$ cat src/hdl/tps_params.svh
// Constants for the compensated-oscillator power sequencing block
`ifndef TPS_PARAMS_SVH
`define TPS_PARAMS_SVH
`define TPS_CLK_MHZ        200
`define TPS_OSC_HZ         32768
`define TPS_REC_MS         250
`define TPS_WARM_S         2
`define TPS_CONV_S         64
`define TPS_SEC_W          6
`define TPS_AGE_W          8
`define TPS_CAP_W          8
`define TPS_TEMP_W         10
`define TPS_CAP_MAX        8'hFF
`define TPS_ADDR_CTRL      8'h00
`define TPS_ADDR_AGING     8'h04
`define TPS_ADDR_STATUS    8'h08
`define TPS_ADDR_TEMP      8'h0C
`define TPS_ADDR_CAP       8'h10
`define TPS_CTRL_STOP      0
`define TPS_CTRL_INTSEL    1
`define TPS_CTRL_CONV      2
`define TPS_CTRL_REFEN     3
`define TPS_CTRL_RESET     4'h2
`define TPS_INIT_MONTH     8'h01
`define TPS_INIT_DATE      8'h01
`define TPS_INIT_YEAR      8'h00
`define TPS_INIT_DAY       8'h01
`define TPS_INIT_HMS       24'h000000
`endif

$ cat src/hdl/tps_pkg.sv
// Types for the compensated-oscillator power sequencing block
package tps_pkg;
    typedef enum logic [1:0] {
        TPS_OSC_WAIT,
        TPS_OSC_WARM,
        TPS_OSC_RUN
    } tps_osc_state_t;
    typedef enum logic [0:0] {
        TPS_CV_IDLE,
        TPS_CV_BUSY
    } tps_conv_state_t;
endpackage

$ cat src/hdl/tps_top.sv
// Compensated-oscillator control, supply selection and power-up sequencing
`timescale 1ns/100ps
`include "tps_params.svh"

module tps_top
    import tps_pkg::*;
#(
    parameter int OSC_HZ      = `TPS_OSC_HZ,
    parameter int REC_CYC     = `TPS_REC_MS * `TPS_CLK_MHZ * 1000,
    parameter int PB_HOLD_CYC = `TPS_REC_MS * `TPS_CLK_MHZ * 1000
) (
    input  wire logic                   hclk,
    input  wire logic                   hresetn,
    input  wire logic                   hsel,
    input  wire logic [7:0]             haddr,
    input  wire logic [1:0]             htrans,
    input  wire logic                   hwrite,
    input  wire logic [2:0]             hsize,
    input  wire logic [31:0]            hwdata,
    input  wire logic                   hready,
    output logic      [31:0]            hrdata,
    output logic                        hreadyout,
    output logic                        hresp,
    input  wire logic                   osc_clk_in,
    input  wire logic                   vcc_above_pf_in,
    input  wire logic                   vcc_above_bat_in,
    input  wire logic                   bat_valid_in,
    input  wire logic                   rst_pin_in,
    input  wire logic                   addr_write_ok,
    input  wire logic                   temp_valid,
    input  wire logic [`TPS_TEMP_W-1:0] temp_data,
    input  wire logic                   alarm_req,
    input  wire logic                   square_wave,
    output logic                        conv_start,
    output logic                        osc_enable,
    output logic                        on_backup,
    output logic [`TPS_CAP_W-1:0]       cap_sel,
    output logic                        time_date_load,
    output logic [55:0]                 time_date_init,
    output logic                        rst_pin_oe,
    output logic                        rst_pin_out,
    output logic                        alarm_or_square_wave_oe,
    output logic                        reference_clock_oe
);
    localparam int NSYNC = 5;
    localparam logic [`TPS_CAP_W-1:0] CAP_LUT [16] = '{
        8'h40, 8'h50, 8'h5E, 8'h6A, 8'h74, 8'h7C, 8'h80, 8'h80,
        8'h7C, 8'h74, 8'h6A, 8'h5E, 8'h50, 8'h40, 8'h2E, 8'h1A};

    logic [NSYNC-1:0] sync1_r, sync2_r;
    logic             osc_d_r, vcc_d_r, pin_d_r;
    logic             osc_s, vcc_ok, vcc_gt_bat, bat_ok, pin_s;
    logic [3:0]       ctrl_r;
    logic [`TPS_AGE_W-1:0]  aging_r;
    logic [`TPS_TEMP_W-1:0] temp_r;
    logic             temp_seen_r;
    tps_osc_state_t   osc_st_r;
    tps_conv_state_t  cv_st_r;
    logic [31:0]      pre_r;
    logic [`TPS_SEC_W-1:0] sec_r;
    logic             sec_tick, osc_run, start_evt, periodic;
    logic             forced_r, sw_conv_r;
    logic [31:0]      hold_r;
    logic             ref_r, aw_sel_r;
    logic             dp_wr_r;
    logic [7:0]       dp_addr_r;
    logic             addr_ph, wr_ctrl, wr_aging;

    // The oscillator, supply, battery and reset pin inputs pass two flops before any logic
    always_ff @(posedge hclk or negedge hresetn) begin
        if (!hresetn) begin
            sync1_r <= '0;
            sync2_r <= '0;
        end else begin
            sync1_r <= {rst_pin_in, bat_valid_in, vcc_above_bat_in,
                        vcc_above_pf_in, osc_clk_in};
            sync2_r <= sync1_r;
        end
    end
    assign osc_s      = sync2_r[0];
    assign vcc_ok     = sync2_r[1];
    assign vcc_gt_bat = sync2_r[2];
    assign bat_ok     = sync2_r[3];
    assign pin_s      = sync2_r[4];

    always_ff @(posedge hclk or negedge hresetn) begin
        if (!hresetn) begin
            osc_d_r <= 1'b0;
            vcc_d_r <= 1'b0;
            pin_d_r <= 1'b1;
        end else begin
            osc_d_r <= osc_s;
            vcc_d_r <= vcc_ok;
            pin_d_r <= pin_s;
        end
    end

    // AHB-Lite slave: zero wait states, always OKAY
    assign addr_ph   = hsel & hready & htrans[1];
    assign hreadyout = 1'b1;
    assign hresp     = 1'b0;
    assign wr_ctrl   = dp_wr_r & (dp_addr_r == `TPS_ADDR_CTRL);
    assign wr_aging  = dp_wr_r & (dp_addr_r == `TPS_ADDR_AGING);

    always_ff @(posedge hclk or negedge hresetn) begin
        if (!hresetn) begin
            dp_wr_r   <= 1'b0;
            dp_addr_r <= 8'h00;
        end else begin
            dp_wr_r   <= addr_ph & hwrite;
            dp_addr_r <= haddr;
        end
    end

    // Read data captured at the address phase so it stands in the data phase
    always_ff @(posedge hclk or negedge hresetn) begin
        if (!hresetn) begin
            hrdata <= 32'h00000000;
        end else if (addr_ph && !hwrite) begin
            case (haddr)
                `TPS_ADDR_CTRL:   hrdata <= {28'h0, ctrl_r};
                `TPS_ADDR_AGING:  hrdata <= {24'h0, aging_r};
                `TPS_ADDR_STATUS: hrdata <= {27'h0, rst_pin_oe,
                    cv_st_r == TPS_CV_BUSY, on_backup, osc_run,
                    osc_st_r == TPS_OSC_RUN};
                `TPS_ADDR_TEMP:   hrdata <= {22'h0, temp_r};
                `TPS_ADDR_CAP:    hrdata <= {24'h0, cap_sel};
                default:          hrdata <= 32'h00000000;
            endcase
        end
    end

    // Conversion request bit clears itself when the conversion is taken
    always_ff @(posedge hclk or negedge hresetn) begin
        if (!hresetn) begin
            ctrl_r <= `TPS_CTRL_RESET;
        end else if (wr_ctrl) begin
            ctrl_r <= hwdata[3:0];
        end else if (cv_st_r == TPS_CV_BUSY) begin
            ctrl_r[`TPS_CTRL_CONV] <= 1'b0;
        end
    end

    // Trim write only stores; it reaches the oscillator at the next load
    always_ff @(posedge hclk or negedge hresetn) begin
        if (!hresetn) begin
            aging_r <= '0;
        end else if (wr_aging) begin
            aging_r <= hwdata[`TPS_AGE_W-1:0];
        end
    end

    assign on_backup = !vcc_ok && !vcc_gt_bat;
    assign start_evt = (vcc_ok & ~vcc_d_r) | (addr_write_ok & on_backup)
                     | (vcc_ok & osc_st_r == TPS_OSC_WAIT);
    assign osc_run   = osc_st_r != TPS_OSC_WAIT
                     && !ctrl_r[`TPS_CTRL_STOP];
    assign osc_enable = osc_run;

    // Oscillator start sequence; battery alone does not start it
    always_ff @(posedge hclk or negedge hresetn) begin
        if (!hresetn) begin
            osc_st_r <= TPS_OSC_WAIT;
        end else if (!vcc_ok && !bat_ok) begin
            osc_st_r <= TPS_OSC_WAIT;
        end else begin
            case (osc_st_r)
                TPS_OSC_WAIT: if (start_evt) begin
                    osc_st_r <= TPS_OSC_WARM;
                end
                TPS_OSC_WARM: if (sec_tick &&
                        sec_r == `TPS_SEC_W'(`TPS_WARM_S - 1)) begin
                    osc_st_r <= TPS_OSC_RUN;
                end
                TPS_OSC_RUN:  osc_st_r <= TPS_OSC_RUN;
                default:      osc_st_r <= TPS_OSC_WAIT;
            endcase
        end
    end

    // Default calendar is loaded by the time keeper on this pulse
    always_ff @(posedge hclk or negedge hresetn) begin
        if (!hresetn) begin
            time_date_load <= 1'b0;
        end else begin
            time_date_load <= osc_st_r == TPS_OSC_WAIT && start_evt
                && !(!vcc_ok && !bat_ok);
        end
    end
    assign time_date_init = {`TPS_INIT_MONTH, `TPS_INIT_DATE,
        `TPS_INIT_YEAR, `TPS_INIT_DAY, `TPS_INIT_HMS};

    // Seconds from oscillator edges; frozen while stopped
    assign sec_tick = osc_run && osc_s && !osc_d_r
                   && pre_r == 32'(OSC_HZ - 1);
    always_ff @(posedge hclk or negedge hresetn) begin
        if (!hresetn) begin
            pre_r <= '0;
            sec_r <= '0;
        end else if (osc_st_r == TPS_OSC_WAIT
                     || (osc_st_r == TPS_OSC_WARM && sec_tick
                         && sec_r == `TPS_SEC_W'(`TPS_WARM_S - 1))) begin
            pre_r <= '0;
            sec_r <= '0;
        end else if (osc_run && osc_s && !osc_d_r) begin
            pre_r <= sec_tick ? 32'h0 : pre_r + 32'h1;
            if (sec_tick) begin
                sec_r <= sec_r + 1'b1;
            end
        end
    end
    assign periodic = osc_st_r == TPS_OSC_RUN && sec_tick
                   && sec_r == `TPS_SEC_W'(`TPS_CONV_S - 1);

    // Conversion sequencer; one request outstanding at a time
    always_ff @(posedge hclk or negedge hresetn) begin
        if (!hresetn) begin
            cv_st_r    <= TPS_CV_IDLE;
            conv_start <= 1'b0;
            forced_r   <= 1'b0;
            sw_conv_r  <= 1'b0;
        end else begin
            conv_start <= 1'b0;
            case (cv_st_r)
                TPS_CV_IDLE: begin
                    if (osc_st_r == TPS_OSC_WARM && sec_tick
                        && sec_r == `TPS_SEC_W'(`TPS_WARM_S - 1)) begin
                        conv_start <= 1'b1;
                        forced_r   <= 1'b1;
                        cv_st_r    <= TPS_CV_BUSY;
                    end else if (ctrl_r[`TPS_CTRL_CONV]) begin
                        conv_start <= 1'b1;
                        forced_r   <= 1'b1;
                        sw_conv_r  <= 1'b1;
                        cv_st_r    <= TPS_CV_BUSY;
                    end else if (periodic) begin
                        conv_start <= 1'b1;
                        forced_r   <= 1'b0;
                        cv_st_r    <= TPS_CV_BUSY;
                    end
                end
                TPS_CV_BUSY: if (temp_valid) begin
                    sw_conv_r <= 1'b0;
                    cv_st_r   <= TPS_CV_IDLE;
                end
                default: cv_st_r <= TPS_CV_IDLE;
            endcase
        end
    end

    function automatic logic [`TPS_CAP_W-1:0] cap_calc(
        input logic [`TPS_TEMP_W-1:0] t,
        input logic [`TPS_AGE_W-1:0]  aging_trim_value);
        logic signed [`TPS_CAP_W+1:0] s;
        s = $signed({2'b00, CAP_LUT[t[`TPS_TEMP_W-1 -: 4]]})
          + $signed({{2{aging_trim_value[`TPS_AGE_W-1]}}, aging_trim_value});
        if (s < 0) begin
            cap_calc = '0;
        end else if (s > $signed({2'b00, `TPS_CAP_MAX})) begin
            cap_calc = `TPS_CAP_MAX;
        end else begin
            cap_calc = s[`TPS_CAP_W-1:0];
        end
    endfunction
    // Capacitance reload only on new temperature or a forced conversion
    always_ff @(posedge hclk or negedge hresetn) begin
        if (!hresetn) begin
            temp_r      <= '0;
            temp_seen_r <= 1'b0;
            cap_sel     <= '0;
        end else if (cv_st_r == TPS_CV_BUSY && temp_valid) begin
            temp_r      <= temp_data;
            temp_seen_r <= 1'b1;
            if (forced_r || !temp_seen_r || temp_data != temp_r) begin
                cap_sel <= cap_calc(temp_data, aging_r);
            end
        end
    end
    // Reset pin: power-fail low, recovery hold if the oscillator runs, pushbutton hold
    always_ff @(posedge hclk or negedge hresetn) begin
        if (!hresetn) begin
            hold_r <= '0;
        end else if (!vcc_ok) begin
            hold_r <= '0;
        end else if (!vcc_d_r) begin
            hold_r <= osc_run ? 32'(REC_CYC) : 32'h0;
        end else if (hold_r == 32'h0 && !pin_s && pin_d_r) begin
            hold_r <= 32'(PB_HOLD_CYC);
        end else if (hold_r != 32'h0) begin
            hold_r <= hold_r - 32'h1;
        end
    end
    always_ff @(posedge hclk or negedge hresetn) begin
        if (!hresetn) begin
            rst_pin_oe <= 1'b1;
        end else begin
            rst_pin_oe <= !vcc_ok || hold_r != 32'h0
                || (!vcc_d_r && osc_run);
        end
    end
    assign rst_pin_out = 1'b0;
    // Shared pin picks one source so both can never drive at once
    always_ff @(posedge hclk or negedge hresetn) begin
        if (!hresetn) begin
            aw_sel_r <= 1'b0;
        end else if (ctrl_r[`TPS_CTRL_INTSEL]) begin
            aw_sel_r <= alarm_req;
        end else begin
            aw_sel_r <= !square_wave;
        end
    end
    assign alarm_or_square_wave_oe = aw_sel_r;
    // Open drain: pull low during the low half of the oscillator
    always_ff @(posedge hclk or negedge hresetn) begin
        if (!hresetn) begin
            ref_r <= 1'b0;
        end else begin
            ref_r <= ctrl_r[`TPS_CTRL_REFEN] && osc_run && !osc_s;
        end
    end
    assign reference_clock_oe = ref_r;
endmodule

$ cat config.mk
export PLATFORM = sky130hd
export DESIGN_NAME = tps_top
export DESIGN_NICKNAME = d
export VERILOG_FILES = /design/src/hdl/tps_pkg.sv /design/src/hdl/tps_top.sv
export VERILOG_INCLUDE_DIRS = /design/src /design/src/hdl
export SDC_FILE = /design/constraint.sdc
export NUM_CORES = 1
export LEC_CHECK = 0
export BUFFER_PORTS_ARGS = -buffer_cell sky130_fd_sc_hd__buf_2
export CORE_UTILIZATION = 46
export DETAILED_ROUTE_END_ITERATION = 12
export PLACE_DENSITY = 0.7
export SLEW_MARGIN = 20
export SYNTH_ARGS = -nofsm -noshare
export SYNTH_HDL_FRONTEND = slang
export SYNTH_SLANG_ARGS = --single-unit
$ cat constraint.sdc
create_clock -name hclk -period 3.4 [get_ports hclk]
set_clock_uncertainty 0.05 [all_clocks]
set_input_delay 0.34 -clock hclk [delete_from_list [all_inputs] [get_ports hclk]]
set_output_delay 0.34 -clock hclk [all_outputs]
set_load 0.05 [all_outputs]
==> flow_summary.yaml, run 1 <==
outcome:
  status: "finished clean"
grt:
  grt_max_degree: 80
  grt_util_all_layers: 0.194
  use_met2: 0.288
  grt_busiest_layer: "met2"
  grt_pass1_wl_um: 26900
  use_met3: 0.0515
  use_met1: 0.276
  grt_overflow: 0
  antenna_found_initial: 0
  grt_pass1_vias: 5340
logic_synthesis:
  ys_ff_latch: 142
  synth_common_cells: "139 x dfrtp_1, 85 x buf_4, 79 x nor2_1"
  synth_ff_type: "dfrtp_1"
  synth-xor-area-share: 0.0739
  synth_edf_count: 0
  syn_area_per_cell_sq_um: 10.0
  synthTopCellsByArea: "dfrtp_1 44%, buf_4 8.2%, xor2_1 3.9%"
  synth_compound_area_frac: 0.103
  synth_warnings: 0
  synth_mux_area_frac: 0.0336
  async_flop_share: 1.00
  netlist_area_sq_um: 7820
  synth-simple-area-share: 0.200
  synth_most_common_cell: "dfrtp_1"
  synth_fa_ha_area_frac: 0.0362
  synth_top_area_share: 0.445
  yosysUniqueCellTypes: 70
  synth.yosys.seq_area_share: 0.455
  syn-instance-count: 781
  synth_area_leader_cell: "dfrtp_1"
  synth_top_family_by_area: "simple AND/OR/NAND/NOR gates"
worst_setup_path:
  path_cells: "buf_2 > inv_1 > ha_1 > nor2_1 > a211oi_1 > a21oi_1 > ha_1 > a211oi_1 > o21bai_1 > a211o_1 > a2111oi_0 > nand3b_1 > o221a_2"
  endpoint_kind: "register"
  crit_arrival_ps: 3220
  path_depth: 13
  r2r_setup_slack_ps: 680
  crit_fanout: 8
  path_delay_family: "compound AO/OA/AOI/OAI gates"
  worstPathBufferInverterCount: 2
  slowest_stage: "a2111oi_0"
  r2r_start: "hold_r[20]"
  endpoint: "cap_sel[3]"
  r2r_end: "hold_r[29]"
  worst_ep_required_time_ps: 3720
  rr_worst_depth: 7
  max_stage_delay_ps: 420
  critPathLaunch: "temp_data[6]"
  path_class: "in2reg"
  cp-start-kind: "input port"
route:
  drtIter0Drc: 415
  ant_nets: 0
  vias_per_cell: 5.17
  drc: 0
  wirelength_um: 16200
  num_vias: 5664
  post_drt_wl_per_cell_um: 14.7
  first_pass_iters: 5
power:
  pwr-share-seq: 0.382
  p_per_area_nw_per_um2: 614
  p_sw_mw: 1.90
  ir_worst_vdd_mv: 0.379
  power_frac_comb: 0.273
  swShare: 0.351
  power.leakage_nw: 4.01
  intPower_mw: 3.51
  clock_power_share: 0.346
clock_network:
  clock_latency_ps: 430
  cts_sinks: 142
  root_buffer: "clkbuf_16"
  cts_setup_buffers: 0
  cts-resized-gates: 0
  cts_tree: "built"
  clock_path_buffers: 2
  clk_pin_slew_ps: 60
  cts_hold_buf: 10
  htree_levels: 4
  numCtsBuffers: 17
floorplanning:
  core_area_sq_um: 16600
  start_util: 0.471
  die_h_um: 132
  ioPinCount: 175
  fp.dieArea_sq_um: 17500
  fp.dieW_um: 132
  std_cell_rows: 47
timing:
  finalSetupTns_ps: 0
  worst_pin_slew_ps: 1030
  maxSlewViolCount: 0
  fin_crit_sh: 0.853
  slew_headroom: 0.311
  hold_viol_final: 0
  setup_viol: 0
  finalCriticalPeriod_ps: 2900
  fmax_mhz: 345
  rsz0062_at_grt: "false"
finish:
  nFillCells: 1495
  fin_nets: 954
  multi_input_area_sq_um: 3800
  regArea_sq_um: 3560
  post-route-util: 0.531
  drive_gt1_frac: 0.182
  insertedDiodeCount: 0
  syn_to_final_growth_pct: 12.6
place:
  io_buffers: 65
  routabilityCongestion: 0.806
  hpwl_um: 11500
worst_hold_path:
  min_path_type: "in2reg"
flow_run:
  drv_cap: 0
-- worst min path at each step --
stage	slack, ps	cells after the start	startpoint	endpoint
2_1_floorplan	-6	0	hresetn	aging_r[0]
3_3_place_gp	280	0	sync1_r[3]	sync2_r[3]
3_5_place_dp	280	0	sync1_r[3]	sync2_r[3]
4_1_cts	20	1	haddr[6]	dp_addr_r[6]
5_1_grt	10	1	haddr[6]	dp_addr_r[6]
6_report	20	1	haddr[6]	dp_addr_r[6]
-- power groups by stage --
| stage | sequential, mW | combinational [mW] | clock (mW) |
|---|---|---|---|
| floorplan | 2.22 | 1.05 | 0 |
| global placement | 2.08 | 1.45 | 0 |
| detailed placement | 2.09 | 1.46 | 0 |
| CTS | 2.06 | 1.48 | 1.90 |
| global route | 2.08 | 1.59 | 1.98 |
| finish | 2.06 | 1.47 | 1.87 |
-- placed cells by master, fill, tap and decap left out, types with 3 or more instances in the layout --
cell,Yosys,final
dfstp_2,3,3
dlygate4sd3_1,0,10
nor4b_1,4,4
mux2_2,18,18
nand3_2,3,3
nor4_1,14,14
or2_2,4,4
buf_2,6,64
a211oi_1,3,3
conb_1,2,81
clkinv_2,0,4
nor2_1,79,79
nor4_2,3,3
or4_4,3,3
inv_1,15,15
o21ai_0,36,36
clkbuf_8,0,4
or3_1,14,14
xnor2_1,31,31
nand3b_1,4,4
o21bai_1,3,3
mux2i_1,6,6
nand4_1,11,11
buf_4,85,11
a21oi_1,46,46
or4_1,6,6
o221a_2,8,8
dfrtp_1,139,139
a22oi_1,5,5
and3_1,10,10
xor2_1,35,35
nand2b_1,8,8
and4_1,4,4
ha_1,21,21
clkbuf_16,0,17
nand2_1,53,53
nor2b_1,5,5
nor3_1,17,17
nand3_1,26,26
-- sequential cells by signal, summed over array words and instances, names as in the netlist --
register,cells
sync1_r,5
osc_st_r,2
ctrl_r,4
dp_addr_r,8
pin_d_r,1
alarm_or_square_wave_oe,1
forced_r,1
reference_clock_oe,1
dp_wr_r,1
cap_sel,8
hold_r,32
hrdata,10
vcc_d_r,1
temp_seen_r,1
sec_r,6
sync2_r,5
osc_d_r,1
temp_r,10
rst_pin_oe,1
pre_r,32
aging_r,8
time_date_load,1
conv_start,1
cv_st_r,1
-- area by class of cell --
class,instances,share of cell area
repair buffers,86,0.0584
well taps,220,0.0313
inverters,15,0.00640
clock buffers,23,0.0554
multi-input cells,601,0.432
clock inverters,9,0.0121
flip-flops and latches,142,0.404
-- kinds of logic after synthesis --
| family | after synthesis |
|---|---|
| buf+inv | 117 |
| fa+ha+maj | 22 |
| xor+xnor | 66 |
| flops | 142 |
| compound gates | 125 |
| other cells | 2 |
| simple gates | 283 |
| mux | 24 |
-- metrics by stage --
step / cell area, sq um / setup slack (ps) / total power, mW / std cells / hold slack (ps)
2_1_floorplan: 8110 / 544 / 3.27 / 860 / -5.59
3_3_place_gp: 8110 / 201 / 3.53 / 1054 / 284
3_5_place_dp: 8110 / 118 / 3.55 / 1054 / 285
4_1_cts: 8800 / 530 / 5.43 / 1096 / 19.4
5_1_grt: 8800 / 252 / 5.66 / 1096 / 10.2
6_report: 8800 / 498 / 5.40 / 1096 / 22.2
-- routing by layer --
metal	up-vias	share of wire
li1	2763	-
met5	-	0
met3	19	0.040
met1	2753	0.49
met2	129	0.45
met4	0	0.014
-- worst reg2reg max path, cell delays in order, from the launching register on --
cell      delay (ps)
dfrtp_1          420
or4_1            600
nor4b_2          450
and3_1           250
a21boi_1         300
nand2_1          170
buf_4            260
nor2_1           100
Power figures use the tool's default switching activity.
==> run 2, diff against run 1 <==
--- a/config.mk
+++ b/config.mk
@@ -8,6 +8,7 @@
 export LEC_CHECK = 0
 export BUFFER_PORTS_ARGS = -buffer_cell sky130_fd_sc_hd__buf_2
 export CORE_UTILIZATION = 46
+export CTS_BUF_LIST = sky130_fd_sc_hd__clkbuf_16
 export DETAILED_ROUTE_END_ITERATION = 12
 export PLACE_DENSITY = 0.7
 export SLEW_MARGIN = 20
==> run 2 against run 1 <==
Compared with the run above: worst setup slack improved by 17 ps; cell area decreased by 0.45%; combinational power about the same; critical path depth unchanged; final cell count unchanged.
==> flow_summary.yaml, run 2 (synthesized netlist as in run 1, its figures left out) <==
grt:
  antenna_found_initial: 0
  grt_max_degree: 80
  grt_pass1_wl_um: 26800
  grt_util_all_layers: 0.193
  grt_pass1_vias: 5327
  grt_overflow: 0
finish:
  syn_to_final_growth_pct: 12.1
  drive_gt1_frac: 0.177
  insertedDiodeCount: 0
  final_common_cell: "dfrtp_1"
  top_regs: "hold_r: 32 flops, pre_r: 32 flops"
  fin_area_sq_um: 8760
  final_cells: 1096
  mostFrequentLayoutCells: "139 x dfrtp_1, 81 x conb_1, 79 x nor2_1"
  fin_nets: 954
place:
  hpwl_um: 11500
  dp.cells: 1054
  placed_area_sq_um: 8110
  routabilityCongestion: 0.806
  io_buffers: 65
  pre_cts_ws_ps: 118
worst_setup_path:
  path_delay_family: "compound AO/OA/AOI/OAI gates"
  crit_arrival_ps: 3190
  worstPathBufferInverterCount: 2
  worst_ep_required_time_ps: 3710
  max_stage_delay_ps: 410
  path_class: "in2reg"
  slowest_stage: "a2111oi_0"
  endpoint_kind: "register"
  path_cells: "buf_2 > inv_1 > ha_1 > nor2_1 > a211oi_1 > a21oi_1 > ha_1 > a211oi_1 > o21bai_1 > a211o_1 > a2111oi_0 > nand3b_1 > o221a_2"
  crit_fanout: 8
  cp-start-kind: "input port"
floorplanning:
  fp.dieArea_sq_um: 17500
  start_util: 0.471
  std_cell_rows: 47
  fp.dieW_um: 132
  core_area_sq_um: 16600
  ioPinCount: 175
  die_h_um: 132
power:
  clock_power_share: 0.333
  p_sw_mw: 1.88
  intPower_mw: 3.41
  ir_worst_vdd_mv: 0.373
  power_frac_comb: 0.278
  p_per_area_nw_per_um2: 604
  swShare: 0.356
  pwr-share-seq: 0.389
  power.leakage_nw: 3.99
route:
  drtIter0Drc: 394
  ant_nets: 0
  wirelength_um: 16200
  first_pass_iters: 5
  num_vias: 5700
  vias_per_cell: 5.20
  drc: 0
  post_drt_wl_per_cell_um: 14.8
timing:
  rsz0062_at_grt: "false"
  final.setup.worst_slack_ps: 515
  maxSlewViolCount: 0
  worst_pin_slew_ps: 1040
  finalCriticalPeriod_ps: 2880
  fmax_mhz: 347
  fin_crit_sh: 0.848
  hold_viol_final: 0
  finalSetupTns_ps: 0
  slew_headroom: 0.304
  setup_viol: 0
clock_network:
  cts_tree: "built"
  root_buffer: "clkbuf_16"
  clk_pin_slew_ps: 60
  htree_levels: 4
  cts-resized-gates: 0
  numCtsBuffers: 17
  cts_setup_buffers: 0
  cts_sinks: 142
  clock_path_buffers: 2
  clock_latency_ps: 420
flow_run:
  drv_cap: 0
outcome:
  status: "finished clean"
worst_hold_path:
  min_path_type: "in2reg"
==> run 2: cell types whose count changed in the layout (fill, tap and decap cells not counted) <==
cell and delta:
clkbuf_8 -4, clkinv_1 +4, clkbuf_1 -2, inv_1 +2
==> run 2: worst paths after layout <==
path                           endpoint          from  slack, ps  cells past startpoint
max                          cap_sel[3]  temp_data[6]        520                     13
min                        dp_addr_r[6]      haddr[6]         40                      1
max reg2reg                  hold_r[29]    hold_r[20]        680                      7
min reg2reg                  sync2_r[3]    sync1_r[3]        300                      0
max in group asynchronous     temp_r[1]       hresetn       2000                      3
min in group asynchronous    sync2_r[4]       hresetn        490                      2
==> run 2: layout make-up <==
class / instances / area (sq um)
clock inverter: 15 / 129
fill: 1508 / 7820
clock buffer: 17 / 425
inverter: 15 / 56.3
timing repair buffer: 86 / 514
multi-input combinational: 601 / 3800
tap: 220 / 275
sequential: 142 / 3560
==> run 2: through the flow <==
step	utilization	total power, mW	hold WS, ps
global placement	0.489	3.53	284
global route	0.528	5.54	14.6
finish	0.528	5.30	35.8
floorplan	-	3.27	-5.59
detailed placement	0.489	3.55	285
CTS	0.528	5.33	20.7
==> run 2: power by group through the flow <==
stage	Sequential (mW)	Combinational [mW]	Clock [mW]
after floorplan	2.22	1.05	0
after global placement	2.08	1.45	0
after detailed placement	2.09	1.46	0
after CTS	2.06	1.48	1.79
after global routing	2.08	1.59	1.87
final	2.06	1.47	1.76
==> run 2: repair_timing <==
action,4_1_cts,5_1_grt
endpoints found under the hold margin,82,0
hold buffers,10,0
endpoints found under the setup margin,0,0
==> run 2: layer usage <==
layer / vias up / part of all wire / track usage
li1: 2761 / - / -
met1: 2795 / 0.49 / 0.277
met2: 128 / 0.46 / 0.287
met3: 16 / 0.040 / 0.0446
met4: 0 / 0.012 / 0.0626
met5: - / 0 / 0
